## src/include/ddr2_mode_pkg.sv

```systemverilog
`default_nettype none
package ddr2_mode_pkg;

    // ----------------------------------------------------------------
    // Pin bundle and mode field layout
    // ----------------------------------------------------------------
    localparam int ADDR_W   = 16;
    localparam int BA_W     = 3;
    localparam int MODE_W   = 13;
    localparam int LAT_W    = 4;
    localparam int PIPE_LEN = 16;

    typedef struct packed {
        logic              csN;
        logic              rasN;
        logic              casN;
        logic              weN;
        logic              cke;
        logic              odt;
        logic [BA_W-1:0]   ba;
        logic [ADDR_W-1:0] addr;
    } pins_s;

    typedef enum logic [1:0] {RTT_OFF, RTT_75, RTT_150, RTT_50} rtt_e;

    // Command codes on {csN, rasN, casN, weN}.
    localparam logic [3:0] CMD_LM  = 4'h0;
    localparam logic [3:0] CMD_REF = 4'h1;
    localparam logic [3:0] CMD_PRE = 4'h2;
    localparam logic [3:0] CMD_WR  = 4'h4;
    localparam logic [3:0] CMD_RD  = 4'h5;

    // Mode register select on {BA1, BA0}.
    localparam logic [1:0] BA_MR   = 2'h0;
    localparam logic [1:0] BA_EMR  = 2'h1;
    localparam logic [1:0] BA_EMR2 = 2'h2;
    localparam logic [1:0] BA_EMR3 = 2'h3;

    localparam int MR_CL_LO     = 4;
    localparam int MR_CL_HI     = 6;
    localparam int MR_DLL_RST   = 8;
    localparam int EMR_DLL_OFF  = 0;
    localparam int EMR_RTT_LO   = 2;
    localparam int EMR_RTT_HI   = 6;
    localparam int EMR_AL_LO    = 3;
    localparam int EMR_AL_HI    = 5;
    localparam int EMR_OCD_LO   = 7;
    localparam int EMR_OCD_HI   = 9;
    localparam int EMR2_SRF     = 7;
    localparam int PRE_ALL_BIT  = 10;

    localparam logic [2:0] OCD_DEFAULT = 3'h7;

    // ----------------------------------------------------------------
    // Timing counts in link clock edges
    // ----------------------------------------------------------------
    localparam logic [7:0] DLL_LOCK_CYC = 8'hC8;
    localparam logic [3:0] ODT_EMR_HOLD = 4'h8;

    // ----------------------------------------------------------------
    // Register map
    // ----------------------------------------------------------------
    localparam logic [7:0] REG_STATUS = 8'h00;
    localparam logic [7:0] REG_MODES  = 8'h04;
    localparam logic [7:0] REG_CTRL   = 8'h08;
    localparam logic [7:0] REG_LAT    = 8'h0C;
    localparam logic       CTRL_RESET = 1'h1;

endpackage
`default_nettype wire

```

## src/logic/ddr2_mode_init.sv

```systemverilog
// Overview of operation
// - Termination value chosen from two EMR bits
// - Termination pin obeyed only when enabled, not self-refresh
// - Additive latency field zero to six clocks
// - Early read/write delayed internally by additive latency
// - Read data after additive plus CAS latency
// - Write latency is read latency minus one
// - DLL reset load needs 200 clocks lock
// - Ready 200 clocks after DLL reset
//
// The address-and-strobe port and the placing of the registers were left to the implementer.
`timescale 1ns/100ps
`default_nettype none
module ddr2_mode_init
    import ddr2_mode_pkg::*;
(
    input  wire logic        ref_clk,          // system clock, 50 MHz
    input  wire logic        rst_n,            // synchronous reset
    input  wire logic        ckPin,            // link clock pin
    input  wire pins_s       pinsIn,           // command, address, CKE, ODT
    input  wire logic [7:0]  regAddr,          // register byte address
    input  wire logic [31:0] regWrData,        // register write data
    input  wire logic        regWr,            // register write strobe
    input  wire logic        regRd,            // register read strobe
    output var  logic [31:0] regRdData,        // read data, next cycle
    output var  logic        termOn,           // termination switched in
    output var  rtt_e        rttSel,           // selected termination value
    output var  logic        readDataStart,    // first read data edge
    output var  logic        writeSampleStart, // first write sample edge
    output var  logic        devReady          // DLL locked, ready
);

    // ----------------------------------------------------------------
    // Pin synchronisers and link clock edge
    // ----------------------------------------------------------------
    pins_s pinMeta;
    pins_s pinSync;
    logic  ckMeta;
    logic  ckSync;
    logic  ckLast;

    always_ff @(posedge ref_clk)
    begin
        if (!rst_n)
        begin
            pinMeta <= '0;
            pinSync <= '0;
            ckMeta  <= 1'b0;
            ckSync  <= 1'b0;
            ckLast  <= 1'b0;
        end
        else
        begin
            pinMeta <= pinsIn;
            pinSync <= pinMeta;
            ckMeta  <= ckPin;
            ckSync  <= ckMeta;
            ckLast  <= ckSync;
        end
    end

    // ----------------------------------------------------------------
    // Command decode
    // ----------------------------------------------------------------
    logic       ckePrev;
    wire        ckRise   = ckSync & ~ckLast;
    wire  [3:0] cmdCode  = {pinSync.csN, pinSync.rasN,
                            pinSync.casN, pinSync.weN};
    wire  [1:0] baSel    = pinSync.ba[1:0];
    wire        cmdLive  = ckRise & pinSync.cke & ckePrev;
    wire        isLm     = cmdLive & (cmdCode == CMD_LM);
    wire        isRd     = cmdLive & (cmdCode == CMD_RD);
    wire        isWr     = cmdLive & (cmdCode == CMD_WR);
    wire        srEnter  = ckRise & ckePrev & ~pinSync.cke
                           & (cmdCode == CMD_REF);
    wire        srExit   = ckRise & ~ckePrev & pinSync.cke;
    wire        isDllRst = isLm & (baSel == BA_MR)
                           & pinSync.addr[MR_DLL_RST];
    wire  [1:0] newRtt   = {pinSync.addr[EMR_RTT_HI],
                            pinSync.addr[EMR_RTT_LO]};

    // ----------------------------------------------------------------
    // Mode registers
    // ----------------------------------------------------------------
    // Bank bit 2 and address bits above 12 are dropped on load because the
    // controller must keep them zero; storing them would gain nothing.
    logic [MODE_W-1:0] mr;
    logic [MODE_W-1:0] emr;
    logic [MODE_W-1:0] emr2;
    logic [MODE_W-1:0] emr3;
    logic              selfRefresh;

    always_ff @(posedge ref_clk)
    begin
        if (!rst_n)
        begin
            mr   <= '0;
            emr  <= '0;
            emr2 <= '0;
            emr3 <= '0;
        end
        else if (isLm && baSel == BA_MR)
            mr   <= pinSync.addr[MODE_W-1:0];
        else if (isLm && baSel == BA_EMR)
            emr  <= pinSync.addr[MODE_W-1:0];
        else if (isLm && baSel == BA_EMR2)
            emr2 <= pinSync.addr[MODE_W-1:0];
        else if (isLm && baSel == BA_EMR3)
            emr3 <= pinSync.addr[MODE_W-1:0];
    end

    always_ff @(posedge ref_clk)
    begin
        if (!rst_n)
        begin
            ckePrev     <= 1'b0;
            selfRefresh <= 1'b0;
        end
        else
        begin
            if (ckRise)
                ckePrev <= pinSync.cke;
            if (srEnter)
                selfRefresh <= 1'b1;
            else if (srExit)
                selfRefresh <= 1'b0;
        end
    end

    // ----------------------------------------------------------------
    // Latency
    // ----------------------------------------------------------------
    // Reserved encodings of the latency fields are not trapped; a reserved
    // CAS field can give a read latency that never fires.
    logic [PIPE_LEN-1:0] rdPipe;
    logic [PIPE_LEN-1:0] wrPipe;
    wire [2:0]       casLat  = mr[MR_CL_HI:MR_CL_LO];
    wire [2:0]       addLat  = emr[EMR_AL_HI:EMR_AL_LO];
    wire [LAT_W-1:0] readLat = LAT_W'(casLat) + LAT_W'(addLat);
    wire [LAT_W-1:0] wrLat   = readLat - LAT_W'(1);
    wire [LAT_W-1:0] rdIdx   = readLat - LAT_W'(1);
    wire [LAT_W-1:0] wrIdx   = wrLat - LAT_W'(1);
    wire             rdHit   = (readLat != '0) & rdPipe[rdIdx];
    wire             wrHit   = (wrLat != '0) & wrPipe[wrIdx];

    // Commands are taken at once, even ahead of the row delay, and each is
    // held back in the pipe by its read or write latency (posted plus CAS, less one for writes) before it acts.
    always_ff @(posedge ref_clk)
    begin
        if (!rst_n)
        begin
            rdPipe           <= '0;
            wrPipe           <= '0;
            readDataStart    <= 1'b0;
            writeSampleStart <= 1'b0;
        end
        else
        begin
            if (ckRise)
            begin
                rdPipe <= {rdPipe[PIPE_LEN-2:0], isRd};
                wrPipe <= {wrPipe[PIPE_LEN-2:0], isWr};
            end
            readDataStart    <= ckRise & rdHit;
            writeSampleStart <= ckRise & wrHit;
        end
    end

    // ----------------------------------------------------------------
    // Termination
    // ----------------------------------------------------------------
    logic [3:0] odtHold;
    logic       termAllow;
    wire        termEnabled = (rttSel != RTT_OFF);

    always_ff @(posedge ref_clk)
    begin
        if (!rst_n)
        begin
            rttSel  <= RTT_OFF;
            termOn  <= 1'b0;
            odtHold <= '0;
        end
        else
        begin
            rttSel <= rtt_e'({emr[EMR_RTT_HI], emr[EMR_RTT_LO]});
            if (isLm && baSel == BA_EMR && newRtt != 2'h0)
                odtHold <= ODT_EMR_HOLD;
            else if (ckRise && odtHold != '0)
                odtHold <= odtHold - 4'h1;
            // The pin is ignored in self refresh and before the EMR turns
            // termination on, so a stray high cannot load the bus.
            termOn <= termEnabled & termAllow & pinSync.odt
                      & ~selfRefresh & (odtHold == '0);
        end
    end

    // ----------------------------------------------------------------
    // DLL lock and ready
    // ----------------------------------------------------------------
    logic [7:0] dllCnt;
    logic       dllSeen;

    always_ff @(posedge ref_clk)
    begin
        if (!rst_n)
        begin
            dllCnt   <= '0;
            dllSeen  <= 1'b0;
            devReady <= 1'b0;
        end
        else
        begin
            if (isDllRst)
            begin
                dllCnt  <= DLL_LOCK_CYC;
                dllSeen <= 1'b1;
            end
            else if (ckRise && dllCnt != '0)
                dllCnt <= dllCnt - 8'h01;
            devReady <= dllSeen & (dllCnt == '0) & ~isDllRst
                        & ~emr[EMR_DLL_OFF];
        end
    end

    // ----------------------------------------------------------------
    // Register port
    // ----------------------------------------------------------------
    logic [31:0] readMux;

    always_comb
    begin
        readMux = '0;
        if (regAddr == REG_STATUS)
            readMux = {25'h0, devReady, (dllCnt != '0), selfRefresh,
                       ~ckePrev, termOn, rttSel};
        else if (regAddr == REG_MODES)
            readMux = {21'h0, emr[EMR_DLL_OFF],
                       (emr[EMR_OCD_HI:EMR_OCD_LO] == OCD_DEFAULT),
                       emr2[EMR2_SRF], 1'h0, addLat, 1'h0, casLat};
        else if (regAddr == REG_CTRL)
            readMux = {31'h0, termAllow};
        else if (regAddr == REG_LAT)
            readMux = {24'h0, wrLat, readLat};
    end

    always_ff @(posedge ref_clk)
    begin
        if (!rst_n)
        begin
            regRdData <= '0;
            termAllow <= CTRL_RESET;
        end
        else
        begin
            regRdData <= regRd ? readMux : 32'h0;
            if (regWr && regAddr == REG_CTRL)
                termAllow <= regWrData[0];
        end
    end

    // ----------------------------------------------------------------
    // Checks
    // ----------------------------------------------------------------
    logic [7:0] rdEdges;
    logic [7:0] wrEdges;

    always_ff @(posedge ref_clk)
    begin
        if (!rst_n)
        begin
            rdEdges <= '0;
            wrEdges <= '0;
        end
        else
        begin
            if (isRd)
                rdEdges <= '0;
            else if (ckRise && rdEdges != 8'hFF)
                rdEdges <= rdEdges + 8'h01;
            if (isWr)
                wrEdges <= '0;
            else if (ckRise && wrEdges != 8'hFF)
                wrEdges <= wrEdges + 8'h01;
        end
    end
endmodule
`default_nettype wire

```

## config.mk

```make
export PLATFORM = sky130hd
export DESIGN_NAME = ddr2_mode_init
export DESIGN_NICKNAME = d
export VERILOG_FILES = /design/src/include/ddr2_mode_pkg.sv /design/src/logic/ddr2_mode_init.sv
export SDC_FILE = /design/constraint.sdc
export NUM_CORES = 1
export LEC_CHECK = 0
export BUFFER_PORTS_ARGS = -buffer_cell sky130_fd_sc_hd__buf_2
export CORE_MARGIN = 5
export CORE_UTILIZATION = 30
export DETAILED_ROUTE_END_ITERATION = 10
export PLACE_DENSITY_LB_ADDON = 0.1
export SLEW_MARGIN = 0
export SYNTH_ARGS = -nofsm -noshare
export SYNTH_HDL_FRONTEND = slang
export SYNTH_SLANG_ARGS = --single-unit
```

## constraint.sdc

```tcl
create_clock -name ref_clk -period 5.2 [get_ports ref_clk]
set_input_delay 1.3 -clock ref_clk [delete_from_list [all_inputs] [get_ports ref_clk]]
set_output_delay 1.3 -clock ref_clk [all_outputs]
set_load 0.05 [all_outputs]
```

# Yosys cells after proc, flatten, opt, wreduce, memory -nomap -nowiden
# Cells that the tools add are included.
[totals]
reg_bits = 150
latchBits = 0
ram_bits = 0
rom_bits = 0
in_bits = 70
out_inout_bits = 38
n_memories = 0
[op_classes]
add_sub_neg = 5
multipliers = 0
n_div = 0
order_cmp = 2
n_eq_ne = 9
shift = 0
muxes = 14
bitwise_logic = 35
reduce_logical = 29
[op_table]
columns = ["op", "n"]
rows = [
  ["$mux 8", 4],
  ["$and 1x1->1", 24],
  ["$eq 8x4->1 const B", 2],
  ["$logic_not 8->1", 2],
  ["$reduce_bool 4->1", 3],
  ["$sub 4x1->4 const B", 3],
  ["$mux 11", 1],
  ["$not 1->1", 11],
  ["$lt 4x5->1 const B", 2],
  ["$reduce_bool 2->1", 5],
  ["$bmux 1 s4", 2],
  ["$eq 4x3->1 const B", 2],
  ["$eq 8x3->1 const B", 1],
  ["$logic_not 4->1", 2],
  ["$mux 4", 2],
  ["$reduce_bool 8->1", 1],
  ["$sub 8x1->8 const B", 1],
  ["$logic_and 1x1->1", 7],
  ["$mux 7", 1],
  ["$reduce_or 6->1", 1],
  ["$reduce_or 5->1", 1],
  ["$add 3x3->4", 1],
  ["$eq 4x1->1 const B", 1],
  ["$mux 1", 4],
  ["other kinds (8)", 10],
]

# Depth between registers and ports, before layout
[depth]
depth_word = 10
ltp_mapped = 10
ltp_nobuf = 9

# Worst setup path after synthesis
# OpenSTA, ideal clock, no wires.
[synth_path]
path_type = "input -> register"
from = "in regAddr[7]"
to = "reg regRdData[9]"
setup_time_ns = 0.061
t_arrival_ns = 2.540
required_ns = 5.139
path_slack_ns = 2.599
cell_stages = 5
n_path_buf = 0
path_cell_list = "or4_4 > nor3_4 > nand3_4 > nor3b_2 > and4_1"
[synth_between]
elab_chain_len = 2
word_cells_on_any_way = 4
classes_between = "eq/ne (1); mux (1); reduce/logical (2)"
[synth_rtl]
columns = ["element", "line_no", "source"]
rows = [
  ["start, declared", "ddr2_mode_init.sv:21", "input wire logic [7:0] regAddr,"],
  ["$eq 8x3->1 or $logic_not 8->1 (tied branches)", "ddr2_mode_init.sv:237, ddr2_mode_init.sv:234", ""],
  ["$mux 11 or $reduce_or 3->1 (tied branches)", "n/a", ""],
  ["end signal, assigned", "ddr2_mode_init.sv:256", "regRdData <= regRd ? readMux : 32'h0;"],
  ["end, declared", "ddr2_mode_init.sv:25", "output var logic [31:0] regRdData,"],
]
# Several ways; a longest one is shown, not always the timed one.
# A chain may end at the register's enable or synchronous reset.

# Worst setup path in the final report
[layout_path]
from = "reg mr[5]"
to = "reg writeSampleStart"
[layout_between]
elab_chain_len = 7
word_cells_on_any_way = 8
classes_between = "add/sub (3); mux (2); bitwise (2); reduce/logical (1)"
[layout_rtl]
columns = ["element", "line_no", "source"]
rows = [
  ["start, declared", "ddr2_mode_init.sv:87", "logic [MODE_W-1:0] mr;"],
  ["start signal, assigned", "ddr2_mode_init.sv:103", "mr <= pinSync.addr[MODE_W-1:0];"],
  ["$add 3x3->4 *", "ddr2_mode_init.sv:139", "wire [LAT_W-1:0] readLat = LAT_W'(casLat) + LAT_W'(addLat);"],
  ["$sub 4x1->4 *", "ddr2_mode_init.sv:140", "wire [LAT_W-1:0] wrLat = readLat - LAT_W'(1);"],
  ["$sub 4x1->4", "ddr2_mode_init.sv:142", "wire [LAT_W-1:0] wrIdx = wrLat - LAT_W'(1);"],
  ["$bmux 1 s4", "ddr2_mode_init.sv:144", "wire wrHit = (wrLat != '0) & wrPipe[wrIdx];"],
  ["$mux 1 (implied by the code)", "ddr2_mode_init.sv:144", ""],
  ["$and 1x1->1 *", "ddr2_mode_init.sv:144", ""],
  ["$and 1x1->1 *", "ddr2_mode_init.sv:165", "writeSampleStart <= ckRise & wrHit;"],
  ["end signal, assigned", "ddr2_mode_init.sv:165", ""],
  ["end, declared", "ddr2_mode_init.sv:29", "output var logic writeSampleStart,"],
]
# Mark *: on every way between the ends. The rest lies on a longest branch, timed or not. The select of a mux whose other input is x is not followed.

==> results.ini <==
[outcome]
outcome = finished, final reports clean

[critical_path]
r2r_start = mr[5]$_SDFFE_PN0N_
required_ns = 5.47
crit_fanout = 8
worstPathArrival_ns = 3.18
worst_setup_path_end_kind = flip-flop
crit_start = mr[5]$_SDFFE_PN0N_
setup.worst_path.start_class = flip-flop
crit_type = flip-flop to flip-flop

[synthesis]
yosysUniqueCellTypes = 55
syn_avg_cell_area_um2 = 9.531
synth_top_area_share_pct = 47.18
synth_edf_count = 0
synth_ff_type = dfxtp_1
yosys_register_bits = 115
synthTopCellsByArea = dfxtp_1, nand2_1, a21boi_0
synth_top_cells_by_count = dfxtp_1, nand2_1, a21boi_0
synth_top_cell_by_area = dfxtp_1
async_flop_share_pct = 0
synth.most_common_cell = dfxtp_1
syn_area_um2 = 4880
ys.warnings.count = 0
synth-seq-area-share_pct = 47.18
synth_cells = 512

[timing]
post-route-min-period_ns = 2.905
fmax_mhz = 344.2
finalHoldViolCount = 0
relSlewSlack_pct = 63.12
finalSetupTns_ns = 0
tightest_slew_ns = 0.5505
rsz0062_at_grt = no
finClkSkew_ns = 0.008161
setup_viol = 0
fin_crit_sh_pct = 55.87
drv_slew = 0

[detailed_routing]
drc = 0
drt-initial-drc-count = 219
wirelength_um = 9939
vias = 3475
ant_nets = 0
drt_first_pass_iters = 5
wl_per_cell_um = 12.69
avgViaCountPerCell = 4.438

[clock_network]
cts_tree = built
post_cts_buffers = 0
clock_latency_ns = 0.41
numCtsBuffers = 17
cts_max_level = 4
cts_sinks = 115
clockBufferDepth = 2
ctsHoldBuffers = 0
ctsResizeCount = 0
cts-root-buf = clkbuf_16
clkTransAtPathRegs_ns = 0.05

[layout]
n_antenna_cell = 0
utilization_pct = 36.55
final_net_count = 633
area_growth_pct = 19.41
design_area_um2 = 5827
drive_above_1_share_pct = 17.81

[placed_design]
port_buffers = 47
dp_hpwl_um = 6963
place_area_um2 = 5230
place_congestion = 0.7100

[grt]
grt_pass1_wl_um = 16420
overflow = 0
grt_pass1_vias = 3211
grtUsageTotal_pct = 11.28
grt_start_max_net_pins = 50
antenna_found_initial = 0

[floorplanning]
initial_core_util_pct = 30.61
die_x_um = 137.5
coreArea_um2 = 15940
dieArea_um2 = 18920
rows = 46
dieHeight_um = 137.5
io_pins = 108

[worst_hold_path]
hp-start = pinMeta[6]$_SDFF_PN0_
min_path_type = flip-flop to flip-flop

[power]
p_leak_nw = 2.219
powerDensity_nw_per_um2 = 374.2
vdd_drop_max_v = 0.0002707

[run]
maxCapViolations = 0

[path summary, 6_finish.rpt]
kind / end / slack (ns) / cells after the start
max: writeSampleStart$_SDFF_PN0_ / 2.29 / 9
min: newRtt[1]$_SDFF_PN0_ / 0.43 / 1
max reg2reg: writeSampleStart$_SDFF_PN0_ / 2.29 / 9
min reg2reg: newRtt[1]$_SDFF_PN0_ / 0.43 / 1
[cell type report]
type,count,area (um2)
fill,1652,10120
timing repair buffer,51,265.3
inverter,10,37.54
multi-input combinational,359,2355
clock inverter,9,128.9
clock buffer,23,467.9
tap,216,270.3
sequential,115,2302
[critical path, stage by stage (launching register included)]
cell and delay (ns):
dfxtp_1 0.33, ha_1 0.37, xnor2_2 0.50, ha_1 0.46, nor2b_1 0.28, nand2_1 0.09, o32ai_1 0.25, a21oi_1 0.12
a221oi_2 0.30, a311oi_1 0.09
[kinds of logic (layout without fill, tap and decap cells)]
logic type	count (synthesis)	in the layout	share of synthesized area [%]
buffers and inverters	58	93	6.256
AND/OR/NAND/NOR	217	217	23.23
other	1	21	0.07685
XOR/XNOR	13	13	2.641
flip-flops	115	115	47.18
multiplexers	20	20	6.385
AO/OA/AOI/OAI	79	79	11.92
adder cells (fa/ha/maj)	9	9	2.308
[registers in the layout, indices dropped and copies added (netlist names), 2 cells and up]
signal,flops
pinSync,9
dllCnt,8
rttSel,2
cmdCode,4
baSel,2
pinMeta,17
newRtt,2
odtHold,4
rdPipe,16
regRdData,11
emr,9
wrPipe,16
mr,3
[per-layer routing]
layer	up-vias	track usage (%)	part of all wire, %
li1	1775	-	-
met1	1608	15.03	48
met2	81	16.54	45
met3	11	3.579	5.2
met4	0	5.266	1.8
met5	-	0	0
[where the power goes]
group          total [mW]  internal [mW]  switching (mW)
Combinational       0.110         0.0339          0.0762
Sequential          0.908          0.899         0.00888
Clock                1.16          0.776           0.387
[through the flow]
step           hold WS, ns  worst slack, ns  total power, mW  instances
2_1_floorplan       0.4119            2.599            1.021        532
3_3_place_gp        0.4166            2.213            1.036        751
3_5_place_dp        0.4200            2.188            1.037        751
4_1_cts             0.4330            2.267            2.218        783
5_1_grt             0.4430            2.023            2.268        783
6_report            0.4293            2.295            2.180        783
[cells in the final DEF, fill, tap and decap left out, types with 3 or more instances in the layout]
cell / Yosys / final
xnor2_1: 9 / 9
nor2b_1: 10 / 9
a21oi_1: 8 / 8
nor2_1: 31 / 31
clkbuf_1: 22 / 4
dfxtp_1: 115 / 115
a31oi_1: 3 / 3
buf_2: 3 / 47
mux4_2: 5 / 5
clkinv_2: 0 / 3
nand4b_1: 3 / 3
o21ai_0: 3 / 3
mux2i_1: 12 / 12
bufinv_16: 0 / 3
clkbuf_16: 0 / 17
mux4_1: 3 / 3
buf_4: 22 / 4
a211oi_1: 5 / 5
nand2_1: 97 / 97
o22a_1: 3 / 3
and2_1: 41 / 41
nand3_1: 5 / 5
inv_1: 10 / 10
a21boi_0: 44 / 44
and4_1: 3 / 3
ha_1: 9 / 9
conb_1: 1 / 21
nor3_1: 3 / 3
Note: power is estimated with default switching activity, not from simulation.
